===== src/include/uart_pkg.sv =====
package uart_pkg;
  // ========================================
  // register offsets
  localparam logic [11:0] DATA_OFS = 12'h000;
  localparam logic [11:0] FLAG_OFS = 12'h018;
  localparam logic [11:0] IBRD_OFS = 12'h024;
  localparam logic [11:0] FBRD_OFS = 12'h028;
  localparam logic [11:0] LCRH_OFS = 12'h02C;
  localparam logic [11:0] CTL_OFS  = 12'h030;
  // ========================================
  // fields and reset values
  localparam logic [15:0] CTL_RESET   = 16'h0300;
  localparam int          CTL_EN_BIT  = 0;
  localparam int          CTL_TXE_BIT = 8;
  localparam int          CTL_RXE_BIT = 9;
  localparam logic [29:0] WORK_RESET  = 30'h0000_0000;
  // ========================================
  // queues and timing
  localparam int          QDEPTH      = 16;
  localparam logic [4:0]  QLIM_ON     = 5'h10;
  localparam logic [4:0]  QLIM_OFF    = 5'h01;
  localparam logic [3:0]  START_TICK  = 4'h7;
  localparam logic [3:0]  BIT_TICK    = 4'hF;
  localparam logic [22:0] OVS_STEP    = 23'h00_0040;
  localparam logic [21:0] DIV_MIN     = 22'h00_0040;
  // ========================================
  // types
  typedef enum logic [4:0]
  {
    LS_IDLE  = 5'b00001,
    LS_START = 5'b00010,
    LS_DATA  = 5'b00100,
    LS_PAR   = 5'b01000,
    LS_STOP  = 5'b10000
  } line_state_t;
  typedef struct packed
  {
    logic       sps;
    logic [1:0] wlen;
    logic       queue_enable_bit;
    logic       stp2;
    logic       eps;
    logic       pen;
    logic       brk;
  } line_cfg_t;
  typedef struct packed
  {
    logic       oe;
    logic       be;
    logic       pe;
    logic       fe;
    logic [7:0] data;
  } rx_entry_t;
endpackage


===== src/core/uart_txrx_baud_core.sv =====
`timescale 1ns/1ps
//
// Contract
// - reset leaves transmit and receive enabled
// - disable finishes the character in flight
// - start, data lsb first, parity, stops
// - check overrun, parity, framing, break per character
// - two sixteen-entry queues, receive adds four flags
// - divisor is 16-bit integer plus 6-bit fraction
// - oversample tick at sixteen times baud
// - divisor and format load on line-control write
// - enabled unit sends queued characters back to back
// - busy while queued or shifting, even disabled
// - start accepted only if low at eighth tick
// - data bits sampled every sixteenth tick
// - parity bit sampled and checked when enabled
// - low stop bit flags framing error
// - data plus flags pushed as one entry
// - five to eight bits, parities, one/two stops
// - queues one deep until queue enable set
module uart_txrx_baud_core
  import uart_pkg::*;
(
  // clock and reset
  input  wire logic        pclk,
  input  wire logic        presetn,
  // apb slave
  input  wire logic        psel,
  input  wire logic        penable,
  input  wire logic        pwrite,
  input  wire logic [11:0] paddr,
  input  wire logic [31:0] pwdata,
  output logic      [31:0] prdata,
  output logic             pready,
  output logic             pslverr,
  // serial line
  input  wire logic        port0_serial_in,
  output logic             port0_serial_out
);

  // ========================================
  // helpers
  function automatic logic [7:0] len_mask(input logic [1:0] wlen);
    len_mask = 8'hFF >> (3'd3 - {1'b0, wlen});
  endfunction

  function automatic logic [7:0] rx_align(input logic [7:0] shr,
                                          input logic [1:0] wlen);
    rx_align = shr >> (3'd3 - {1'b0, wlen});
  endfunction

  // even gives xor of data, odd its inverse, stick a fixed level
  function automatic logic parity_of(input logic [7:0] d,
                                     input line_cfg_t  c);
    parity_of = c.sps ? ~c.eps : (^d) ^ ~c.eps;
  endfunction

  // ========================================
  // registers and apb
  logic        [15:0] ctl_reg;
  logic        [15:0] ibrd_reg;
  logic        [5:0]  fbrd_reg;
  logic        [29:0] work_reg;
  logic        [31:0] prdata_reg;
  logic               pready_reg;
  logic               pslverr_reg;
  logic               busy_reg;
  line_cfg_t          cfg;
  logic        [21:0] divisor;
  logic        [31:0] rd_data;
  logic        [7:0]  flags;
  logic               setup_acc;
  logic               wr_en;
  logic               sel_data;
  logic               sel_flag;
  logic               sel_ibrd;
  logic               sel_fbrd;
  logic               sel_lcrh;
  logic               sel_ctl;
  logic               addr_ok;

  assign cfg       = line_cfg_t'(work_reg[7:0]);
  assign divisor   = work_reg[29:8];
  assign setup_acc = psel & penable & ~pready_reg;
  assign wr_en     = psel & penable & pready_reg & pwrite;
  assign sel_data  = paddr == DATA_OFS;
  assign sel_flag  = paddr == FLAG_OFS;
  assign sel_ibrd  = paddr == IBRD_OFS;
  assign sel_fbrd  = paddr == FBRD_OFS;
  assign sel_lcrh  = paddr == LCRH_OFS;
  assign sel_ctl   = paddr == CTL_OFS;
  assign addr_ok   = sel_data | sel_flag | sel_ibrd | sel_fbrd
                   | sel_lcrh | sel_ctl;

  always_ff @(posedge pclk or negedge presetn)
  begin
    if (!presetn)
    begin
      ctl_reg  <= CTL_RESET;
      ibrd_reg <= 16'h0000;
      fbrd_reg <= 6'h00;
      work_reg <= WORK_RESET;
    end
    else
    begin
      if (wr_en & sel_ctl)
        ctl_reg <= pwdata[15:0];
      if (wr_en & sel_ibrd)
        ibrd_reg <= pwdata[15:0];
      if (wr_en & sel_fbrd)
        fbrd_reg <= pwdata[5:0];
      // divisor shadows only reach the generator here
      if (wr_en & sel_lcrh)
        work_reg <= {ibrd_reg, fbrd_reg, pwdata[7:0]};
    end
  end

  // one wait state: answer rises in the second access cycle
  always_ff @(posedge pclk or negedge presetn)
  begin
    if (!presetn)
    begin
      pready_reg  <= 1'b0;
      pslverr_reg <= 1'b0;
      prdata_reg  <= 32'h0000_0000;
    end
    else
    begin
      pready_reg  <= setup_acc;
      pslverr_reg <= setup_acc & ~addr_ok;
      if (setup_acc & ~pwrite)
        prdata_reg <= rd_data;
    end
  end

  assign prdata  = prdata_reg;
  assign pready  = pready_reg;
  assign pslverr = pslverr_reg;

  // ========================================
  // queues
  logic        [7:0]  tx_mem [QDEPTH];
  rx_entry_t          rx_mem [QDEPTH];
  logic        [3:0]  tx_wp;
  logic        [3:0]  tx_rp;
  logic        [3:0]  rx_wp;
  logic        [3:0]  rx_rp;
  logic        [4:0]  tx_cnt;
  logic        [4:0]  rx_cnt;
  logic        [4:0]  q_lim;
  logic               tx_full;
  logic               tx_empty;
  logic               rx_full;
  logic               rx_empty;
  logic               tx_push;
  logic               tx_pop;
  logic               rx_push;
  logic               rx_pop;
  logic               ovr_pend;
  rx_entry_t          rx_ent;

  assign q_lim    = cfg.queue_enable_bit ? QLIM_ON : QLIM_OFF;
  assign tx_full  = tx_cnt >= q_lim;
  assign rx_full  = rx_cnt >= q_lim;
  assign tx_empty = tx_cnt == 5'h00;
  assign rx_empty = rx_cnt == 5'h00;
  assign tx_push  = wr_en & sel_data & ~tx_full;
  // pop at capture so the entry read is the entry removed
  assign rx_pop   = setup_acc & ~pwrite & sel_data & ~rx_empty;
  assign flags    = {~tx_cnt[4] & tx_empty, rx_full, tx_full,
                     rx_empty, busy_reg, 3'b000};
  assign rd_data  = sel_data ? {20'h0_0000, rx_mem[rx_rp]}
                  : sel_flag ? {24'h00_0000, flags}
                  : sel_ibrd ? {16'h0000, ibrd_reg}
                  : sel_fbrd ? {26'h000_0000, fbrd_reg}
                  : sel_lcrh ? {24'h00_0000, work_reg[7:0]}
                  : sel_ctl  ? {16'h0000, ctl_reg}
                  : 32'h0000_0000;

  always_ff @(posedge pclk)
  begin
    if (tx_push)
      tx_mem[tx_wp] <= pwdata[7:0];
    if (rx_push & ~rx_full)
      rx_mem[rx_wp] <= rx_ent;
  end

  always_ff @(posedge pclk or negedge presetn)
  begin
    if (!presetn)
    begin
      tx_wp    <= 4'h0;
      tx_rp    <= 4'h0;
      rx_wp    <= 4'h0;
      rx_rp    <= 4'h0;
      tx_cnt   <= 5'h00;
      rx_cnt   <= 5'h00;
      ovr_pend <= 1'b0;
    end
    else
    begin
      tx_wp  <= tx_wp + 4'(tx_push);
      tx_rp  <= tx_rp + 4'(tx_pop);
      tx_cnt <= tx_cnt + 5'(tx_push) - 5'(tx_pop);
      rx_wp  <= rx_wp + 4'(rx_push & ~rx_full);
      rx_rp  <= rx_rp + 4'(rx_pop);
      rx_cnt <= rx_cnt + 5'(rx_push & ~rx_full) - 5'(rx_pop);
      // a lost character marks the next one stored
      if (rx_push)
        ovr_pend <= rx_full;
    end
  end

  // ========================================
  // oversample tick
  logic        [22:0] acc_reg;
  logic        [22:0] acc_sum;
  logic               div_ok;
  logic               tick_next;
  logic               ovs_tick;

  assign acc_sum   = acc_reg + OVS_STEP;
  assign div_ok    = divisor >= DIV_MIN;
  assign tick_next = div_ok & (acc_sum >= {1'b0, divisor});

  // divisor in 1/64 units, so one tick per divisor clocks
  always_ff @(posedge pclk or negedge presetn)
  begin
    if (!presetn)
    begin
      acc_reg  <= 23'h00_0000;
      ovs_tick <= 1'b0;
    end
    else
    begin
      acc_reg  <= !div_ok ? 23'h00_0000
                : tick_next ? acc_sum - {1'b0, divisor}
                : acc_sum;
      ovs_tick <= tick_next;
    end
  end

  // ========================================
  // transmitter
  line_state_t        tx_state;
  logic        [3:0]  tx_tcnt;
  logic        [2:0]  tx_bcnt;
  logic        [7:0]  tx_shr;
  logic        [7:0]  tx_head;
  logic               tx_par;
  logic               tx_go;
  logic               tx_line;
  logic               out_reg;
  logic        [2:0]  last_bit;

  assign last_bit = {1'b1, cfg.wlen};
  assign tx_head  = tx_mem[tx_rp] & len_mask(cfg.wlen);
  // new characters only start while enabled
  assign tx_go    = (tx_state == LS_IDLE) & ovs_tick & ~tx_empty
                  & ctl_reg[CTL_EN_BIT] & ctl_reg[CTL_TXE_BIT];
  assign tx_pop   = tx_go;
  assign tx_line  = ~cfg.brk & ((tx_state == LS_START) ? 1'b0
                  : (tx_state == LS_DATA) ? tx_shr[0]
                  : (tx_state == LS_PAR) ? tx_par : 1'b1);

  always_ff @(posedge pclk or negedge presetn)
  begin
    if (!presetn)
    begin
      tx_state <= LS_IDLE;
      tx_tcnt  <= 4'h0;
      tx_bcnt  <= 3'h0;
      tx_shr   <= 8'h00;
      tx_par   <= 1'b0;
    end
    else if (tx_go)
    begin
      tx_state <= LS_START;
      tx_tcnt  <= 4'h0;
      tx_shr   <= tx_head;
      tx_par   <= parity_of(tx_head, cfg);
    end
    else if (ovs_tick & (tx_state != LS_IDLE))
    begin
      // once started a frame runs out regardless of enable
      tx_tcnt <= tx_tcnt + 4'h1;
      if (tx_tcnt == BIT_TICK)
      begin
        case (tx_state)
          LS_START:
          begin
            tx_state <= LS_DATA;
            tx_bcnt  <= 3'h0;
          end
          LS_DATA:
          begin
            tx_shr  <= tx_shr >> 1;
            tx_bcnt <= tx_bcnt + 3'h1;
            if (tx_bcnt == last_bit)
            begin
              tx_state <= cfg.pen ? LS_PAR : LS_STOP;
              tx_bcnt  <= 3'h0;
            end
          end
          LS_PAR:
            tx_state <= LS_STOP;
          LS_STOP:
          begin
            tx_bcnt <= 3'h1;
            if (!(cfg.stp2 && tx_bcnt == 3'h0))
              tx_state <= LS_IDLE;
          end
          default:
            tx_state <= LS_IDLE;
        endcase
      end
    end
  end

  always_ff @(posedge pclk or negedge presetn)
  begin
    if (!presetn)
    begin
      out_reg  <= 1'b1;
      busy_reg <= 1'b0;
    end
    else
    begin
      out_reg  <= tx_line;
      busy_reg <= ~tx_empty | tx_push | (tx_state != LS_IDLE);
    end
  end

  assign port0_serial_out = out_reg;

  // ========================================
  // receiver
  line_state_t        rx_state;
  logic               rx_meta;
  logic               rx_sync;
  logic               rx_armed;
  logic        [3:0]  rx_tcnt;
  logic        [2:0]  rx_bcnt;
  logic        [7:0]  rx_shr;
  logic               rx_pe;
  logic               rx_zero;
  logic               rx_go;
  logic               rx_bit_end;

  // armed only after a high level, so a held break is one character
  assign rx_go      = (rx_state == LS_IDLE) & rx_armed & ~rx_sync
                    & ctl_reg[CTL_EN_BIT] & ctl_reg[CTL_RXE_BIT];
  assign rx_bit_end = ovs_tick & (rx_tcnt == BIT_TICK);
  assign rx_push    = (rx_state == LS_STOP) & rx_bit_end;
  assign rx_ent     = '{oe: ovr_pend,
                        be: rx_zero & ~rx_sync,
                        pe: cfg.pen & rx_pe,
                        fe: ~rx_sync,
                        data: rx_align(rx_shr, cfg.wlen)};

  always_ff @(posedge pclk or negedge presetn)
  begin
    if (!presetn)
    begin
      rx_meta <= 1'b1;
      rx_sync <= 1'b1;
    end
    else
    begin
      rx_meta <= port0_serial_in;
      rx_sync <= rx_meta;
    end
  end

  always_ff @(posedge pclk or negedge presetn)
  begin
    if (!presetn)
    begin
      rx_state <= LS_IDLE;
      rx_armed <= 1'b0;
      rx_tcnt  <= 4'h0;
      rx_bcnt  <= 3'h0;
      rx_shr   <= 8'h00;
      rx_pe    <= 1'b0;
      rx_zero  <= 1'b0;
    end
    else if (rx_go)
    begin
      rx_state <= LS_START;
      rx_armed <= 1'b0;
      rx_tcnt  <= 4'h0;
    end
    else if (rx_state == LS_IDLE)
      rx_armed <= rx_armed | rx_sync;
    else if (ovs_tick)
    begin
      rx_tcnt <= rx_tcnt + 4'h1;
      case (rx_state)
        LS_START:
          if (rx_tcnt == START_TICK)
          begin
            rx_state <= rx_sync ? LS_IDLE : LS_DATA;
            rx_tcnt  <= 4'h0;
            rx_bcnt  <= 3'h0;
            rx_pe    <= 1'b0;
            rx_zero  <= 1'b1;
          end
        LS_DATA:
          if (rx_tcnt == BIT_TICK)
          begin
            rx_shr  <= {rx_sync, rx_shr[7:1]};
            rx_zero <= rx_zero & ~rx_sync;
            rx_bcnt <= rx_bcnt + 3'h1;
            if (rx_bcnt == last_bit)
              rx_state <= cfg.pen ? LS_PAR : LS_STOP;
          end
        LS_PAR:
          if (rx_tcnt == BIT_TICK)
          begin
            rx_pe    <= rx_sync !=
                        parity_of(rx_align(rx_shr, cfg.wlen), cfg);
            rx_zero  <= rx_zero & ~rx_sync;
            rx_state <= LS_STOP;
          end
        LS_STOP:
          if (rx_tcnt == BIT_TICK)
            rx_state <= LS_IDLE;
        default:
          rx_state <= LS_IDLE;
      endcase
    end
  end

  // ========================================
  // checks
  reset_enables_a:
    assert property (@(posedge pclk) $rose(presetn)
      |-> ctl_reg[CTL_TXE_BIT] && ctl_reg[CTL_RXE_BIT])
    else $error("enables not set after reset");
  frame_finish_a:
    assert property (@(posedge pclk) disable iff (!presetn)
      tx_state == LS_DATA && !ctl_reg[CTL_EN_BIT] |=> tx_state != LS_IDLE)
    else $error("frame cut short by disable");
  start_low_a:
    assert property (@(posedge pclk) disable iff (!presetn)
      tx_state == LS_START |=> !port0_serial_out)
    else $error("start bit not low");
  divisor_load_a:
    assert property (@(posedge pclk) disable iff (!presetn)
      $changed(work_reg) |-> $past(wr_en) && $past(sel_lcrh))
    else $error("working register changed without line write");
  busy_rise_a:
    assert property (@(posedge pclk) disable iff (!presetn)
      !tx_empty |=> busy_reg)
    else $error("busy low with queued data");
  start_reject_a:
    assert property (@(posedge pclk) disable iff (!presetn)
      rx_state == LS_START && ovs_tick && rx_tcnt == START_TICK && rx_sync
      |=> rx_state == LS_IDLE)
    else $error("false start accepted");
  frame_err_a:
    assert property (@(posedge pclk) disable iff (!presetn)
      rx_push && !rx_full |=> rx_mem[$past(rx_wp)].fe == !$past(rx_sync))
    else $error("framing flag wrong");
  queue_bound_a:
    assert property (@(posedge pclk) disable iff (!presetn)
      tx_cnt <= QLIM_ON && rx_cnt <= QLIM_ON)
    else $error("queue count above depth");

endmodule


===== config.mk =====
export PLATFORM = sky130hd
export DESIGN_NAME = uart_txrx_baud_core
export DESIGN_NICKNAME = d
export VERILOG_FILES = /design/src/include/uart_pkg.sv /design/src/core/uart_txrx_baud_core.sv
export SDC_FILE = /design/constraint.sdc
export NUM_CORES = 1
export LEC_CHECK = 0
export ABC_AREA = 1
export BUFFER_PORTS_ARGS = -buffer_cell sky130_fd_sc_hd__buf_2
export CAP_MARGIN = 15
export CORE_MARGIN = 8
export CORE_UTILIZATION = 60
export CTS_BUF_LIST = sky130_fd_sc_hd__clkbuf_8 sky130_fd_sc_hd__clkbuf_16
export CTS_CLUSTER_SIZE = 10
export DETAILED_ROUTE_END_ITERATION = 16
export GPL_TIMING_DRIVEN = 0
export PLACE_DENSITY_LB_ADDON = 0.1
export REMOVE_ABC_BUFFERS = 1
export SYNTH_ARGS = -nofsm -noshare
export SYNTH_HDL_FRONTEND = slang
export SYNTH_SLANG_ARGS = --single-unit

===== constraint.sdc =====
create_clock -name pclk -period 3.7 [get_ports pclk]
set_input_delay 0.555 -clock pclk [delete_from_list [all_inputs] [get_ports pclk]]
set_output_delay 0.555 -clock pclk [all_outputs]
set_load 0.005 [all_outputs]

==> flow_metrics.tcl <==
set metrics [dict create \
    antenna_found_initial 0 \
    grt_util_all_layers 0.238 \
    cts_buffers 57 \
    pwr_density_cell_nw_per_um2 435 \
    clkSinkCount 505 \
    ys_async_sr_fraction 0.366 \
    syn_area_um2 23500 \
    first_global_vias 16400 \
    coreArea_um2 38600 \
    root_buffer "clkbuf_16" \
    fmax_mhz 293 \
    routed_wl_mm 55.3 \
    rsz0062_at_grt "no" \
    multiInputGateArea_um2 7910 \
    critical_path.cell_chain "buf_2 > nor2_1 > nand2_1 > nor2_1 > nand2_1 > nor2_2 > inv_1 > nor3_1 > ha_1 > inv_1 > ha_1 > inv_1 > fa_1 > o21ai_0 > a21oi_1 > xor2_1" \
    clockBufferDepth 3 \
    r2r_end "acc_reg[21]" \
    drtIter0Drc 1303 \
    slew_headroom 0.233 \
    die_y_um 214 \
    min_path_type "input port to flop" \
    use_met1 0.323 \
    use_met2 0.392 \
    worstSetupPathType "input port to flop" \
    period_minus_slack_ns 3.41 \
    arrival_ns 3.89 \
    synth.distinct_cells 60 \
    critPathMaxFanout 10 \
    fin_nets 2554 \
    p_total_mw 11.4 \
    start_util 0.608 \
    use_met3 0.0381 \
    place_area_um2 24200 \
    wl_per_cell_um 18.4 \
    n_antenna_cell 0 \
    cts_htree_levels 2 \
    min_from "port0_serial_in" \
    ant_nets 0 \
    r2r_start "acc_reg[6]" \
    drive_above_1_share 0.0873 \
    grt_pass1_wl_mm 88.4 \
    reg2reg_depth 20 \
    synth_edf_count 320 \
    ys_ff_latch 505 \
    vias_per_cell 5.62 \
    seqCellArea_um2 14300 \
    fin_crit_sh 0.922 \
    ir_drop_mv 0.401 \
    dpl.hpwl_mm 37.3 \
    cts_tree "yes" \
    die-area_um2 45800 \
    clkLatencyLatePin_ns 0.62 \
    clock_skew_ns 0.0257 \
    hold_slack_ns 0.0549 \
    rows 72 \
    port_buffers 52 \
    worst_ep_required_time_ns 4.18 \
    die_x_um 214 \
    clk_pin_slew_worst_paths_ns 0.05 \
    num_vias 16900 \
    place.gp.congestion 0.878 \
    hold_end "rx_meta" \
    largest_register_ffs 192 \
    cp-end-kind "flop" \
    ys.flop_type "edfxtp_1" \
    cp_slowest_stage_delay_ns 0.57 \
    status "completed" \
    io_pins 85 \
    syn_inst 2381 \
    worst_setup_path_start_kind "input port" \
    maxCapViolations 0 \
    fin_area_um2 26200 \
    final_common_cell "nand2_1" \
    syn-mean-instance-area_um2 9.88 \
    grt_overflow 0 \
    drv_slew 0 \
    ys_seq_area_frac 0.606 \
    p_leak_nw 10.8 \
    final_cell_mix "nand2_1 (474), edfxtp_1 (320), inv_1 (301)" \
    setup_viol 0 \
    crit_buf_inv 4 \
    tns_ns 0 \
    area.growth.synth_to_final_pct 11.4 \
    crit_top_cell "inv_1" \
    yosysWarnings 0 \
    top_usage_layer "met2" \
    fill_cells 3013 \
    path_delay_family "simple AND/OR/NAND/NOR gates" \
    grt_max_degree 116 \
    drc 0 \
    slowest_stage "nor2_2" \
    hold_viol_final 0 \
    worstHoldPathCells 1 \
    worst_pin_slew_ns 1.15 \
    drt_pass1_iterations 6 \
    post-route-util 0.678 \
    reg2reg_setup_slack_ns 0.30 \
]
## worst max path at each step
stage,startpoint,to,slack (ns),cells after the start
6_report,paddr[11],rx_cnt[4],0.29,16
5_1_grt,acc_reg[6],acc_reg[16],0.009,23
4_1_cts,acc_reg[6],acc_reg[21],0.04,23
3_5_place_dp,rx_rp[2],prdata[11],-0.35,8
3_3_place_gp,rx_rp[0],prdata[11],-4.00,8
2_1_floorplan,rx_rp[0],prdata[11],-1.10,8
## per-stage QoR
step           setup WS (ns)  cells
2_1_floorplan          -1.10   2299
4_1_cts               0.0352   2993
5_1_grt              0.00898   3005
3_3_place_gp           -4.00   2869
6_report               0.289   3005
3_5_place_dp          -0.354   2885
## Yosys cell counts (3+ instances only)
master | number | area share
buf_1 | 3 | 0.00048
o21ai_2 | 6 | 0.0022
a22o_1 | 4 | 0.0015
nor2_1 | 271 | 0.043
buf_4 | 17 | 0.0054
edfxtp_1 | 320 | 0.41
o21bai_1 | 3 | 0.00096
a31oi_1 | 12 | 0.0032
o21ai_0 | 215 | 0.046
buf_6 | 5 | 0.0024
o21ai_1 | 13 | 0.0028
nand3_1 | 147 | 0.031
a21oi_2 | 3 | 0.0011
clkinv_1 | 4 | 0.00064
xnor2_1 | 19 | 0.0071
nor3_1 | 17 | 0.0036
nor4_2 | 4 | 0.0021
nand2_1 | 475 | 0.076
nor4_1 | 9 | 0.0024
buf_2 | 24 | 0.0051
a32o_1 | 5 | 0.0021
nor2_2 | 7 | 0.0019
xor2_1 | 39 | 0.015
inv_2 | 6 | 0.00096
o211ai_1 | 19 | 0.0061
o22ai_1 | 27 | 0.0072
a21o_1 | 7 | 0.0022
nand4_1 | 16 | 0.0043
inv_1 | 264 | 0.042
or2_2 | 3 | 0.00080
fa_1 | 3 | 0.0026
o221ai_1 | 19 | 0.0071
dfrtp_1 | 178 | 0.19
ha_1 | 56 | 0.030
a21oi_1 | 79 | 0.017
dfstp_2 | 7 | 0.0078
clkbuf_1 | 47 | 0.0075
## kinds of logic (layout without fill, tap and decap cells)
| family | count (synthesis) | in the layout | synth area share |
|---|---|---|---|
| and+or+nand+nor | 959 | 959 | 0.169 |
| DFF | 505 | 505 | 0.606 |
| AOI/OAI and AO/OA | 425 | 425 | 0.104 |
| buffers and inverters | 371 | 462 | 0.0650 |
| adders and majority gates | 59 | 59 | 0.0324 |
| xor gates and xnor gates | 59 | 59 | 0.0223 |
| muxes | 2 | 2 | 0.000905 |
| other | 1 | 16 | 0.000159 |
## report_power, final
| part | switching [mW] | internal (mW) | total [mW] |
|---|---|---|---|
| clock | 2.18 | 2.91 | 5.09 |
| combinational | 0.188 | 0.0808 | 0.268 |
| sequential | 0.0289 | 6.02 | 6.04 |
## per-layer routing
| layer | share of wire | wire length (um) |
|---|---|---|
| met1 | 0.44 | 24300 |
| met2 | 0.48 | 26500 |
| met3 | 0.056 | 3090 |
| met4 | 0.027 | 1480 |
| met5 | 0 | 0 |
## cell type report
cell class | instances | area share
clock buffer | 60 | 0.0565
inverter | 274 | 0.0394
clock inverter | 41 | 0.00802
multi-input combinational | 1520 | 0.302
sequential | 505 | 0.544
timing repair buffer | 87 | 0.0252
tap | 518 | 0.0247
## repair_timing
item,in CTS,in global routing
buffers inserted,6,1
hold buffers,1,0
resized for setup,6,19
pin swaps,2,2
endpoints found under the setup margin,31,35
hold endpoints to repair,67,0
Power figures use the tool's default switching activity.
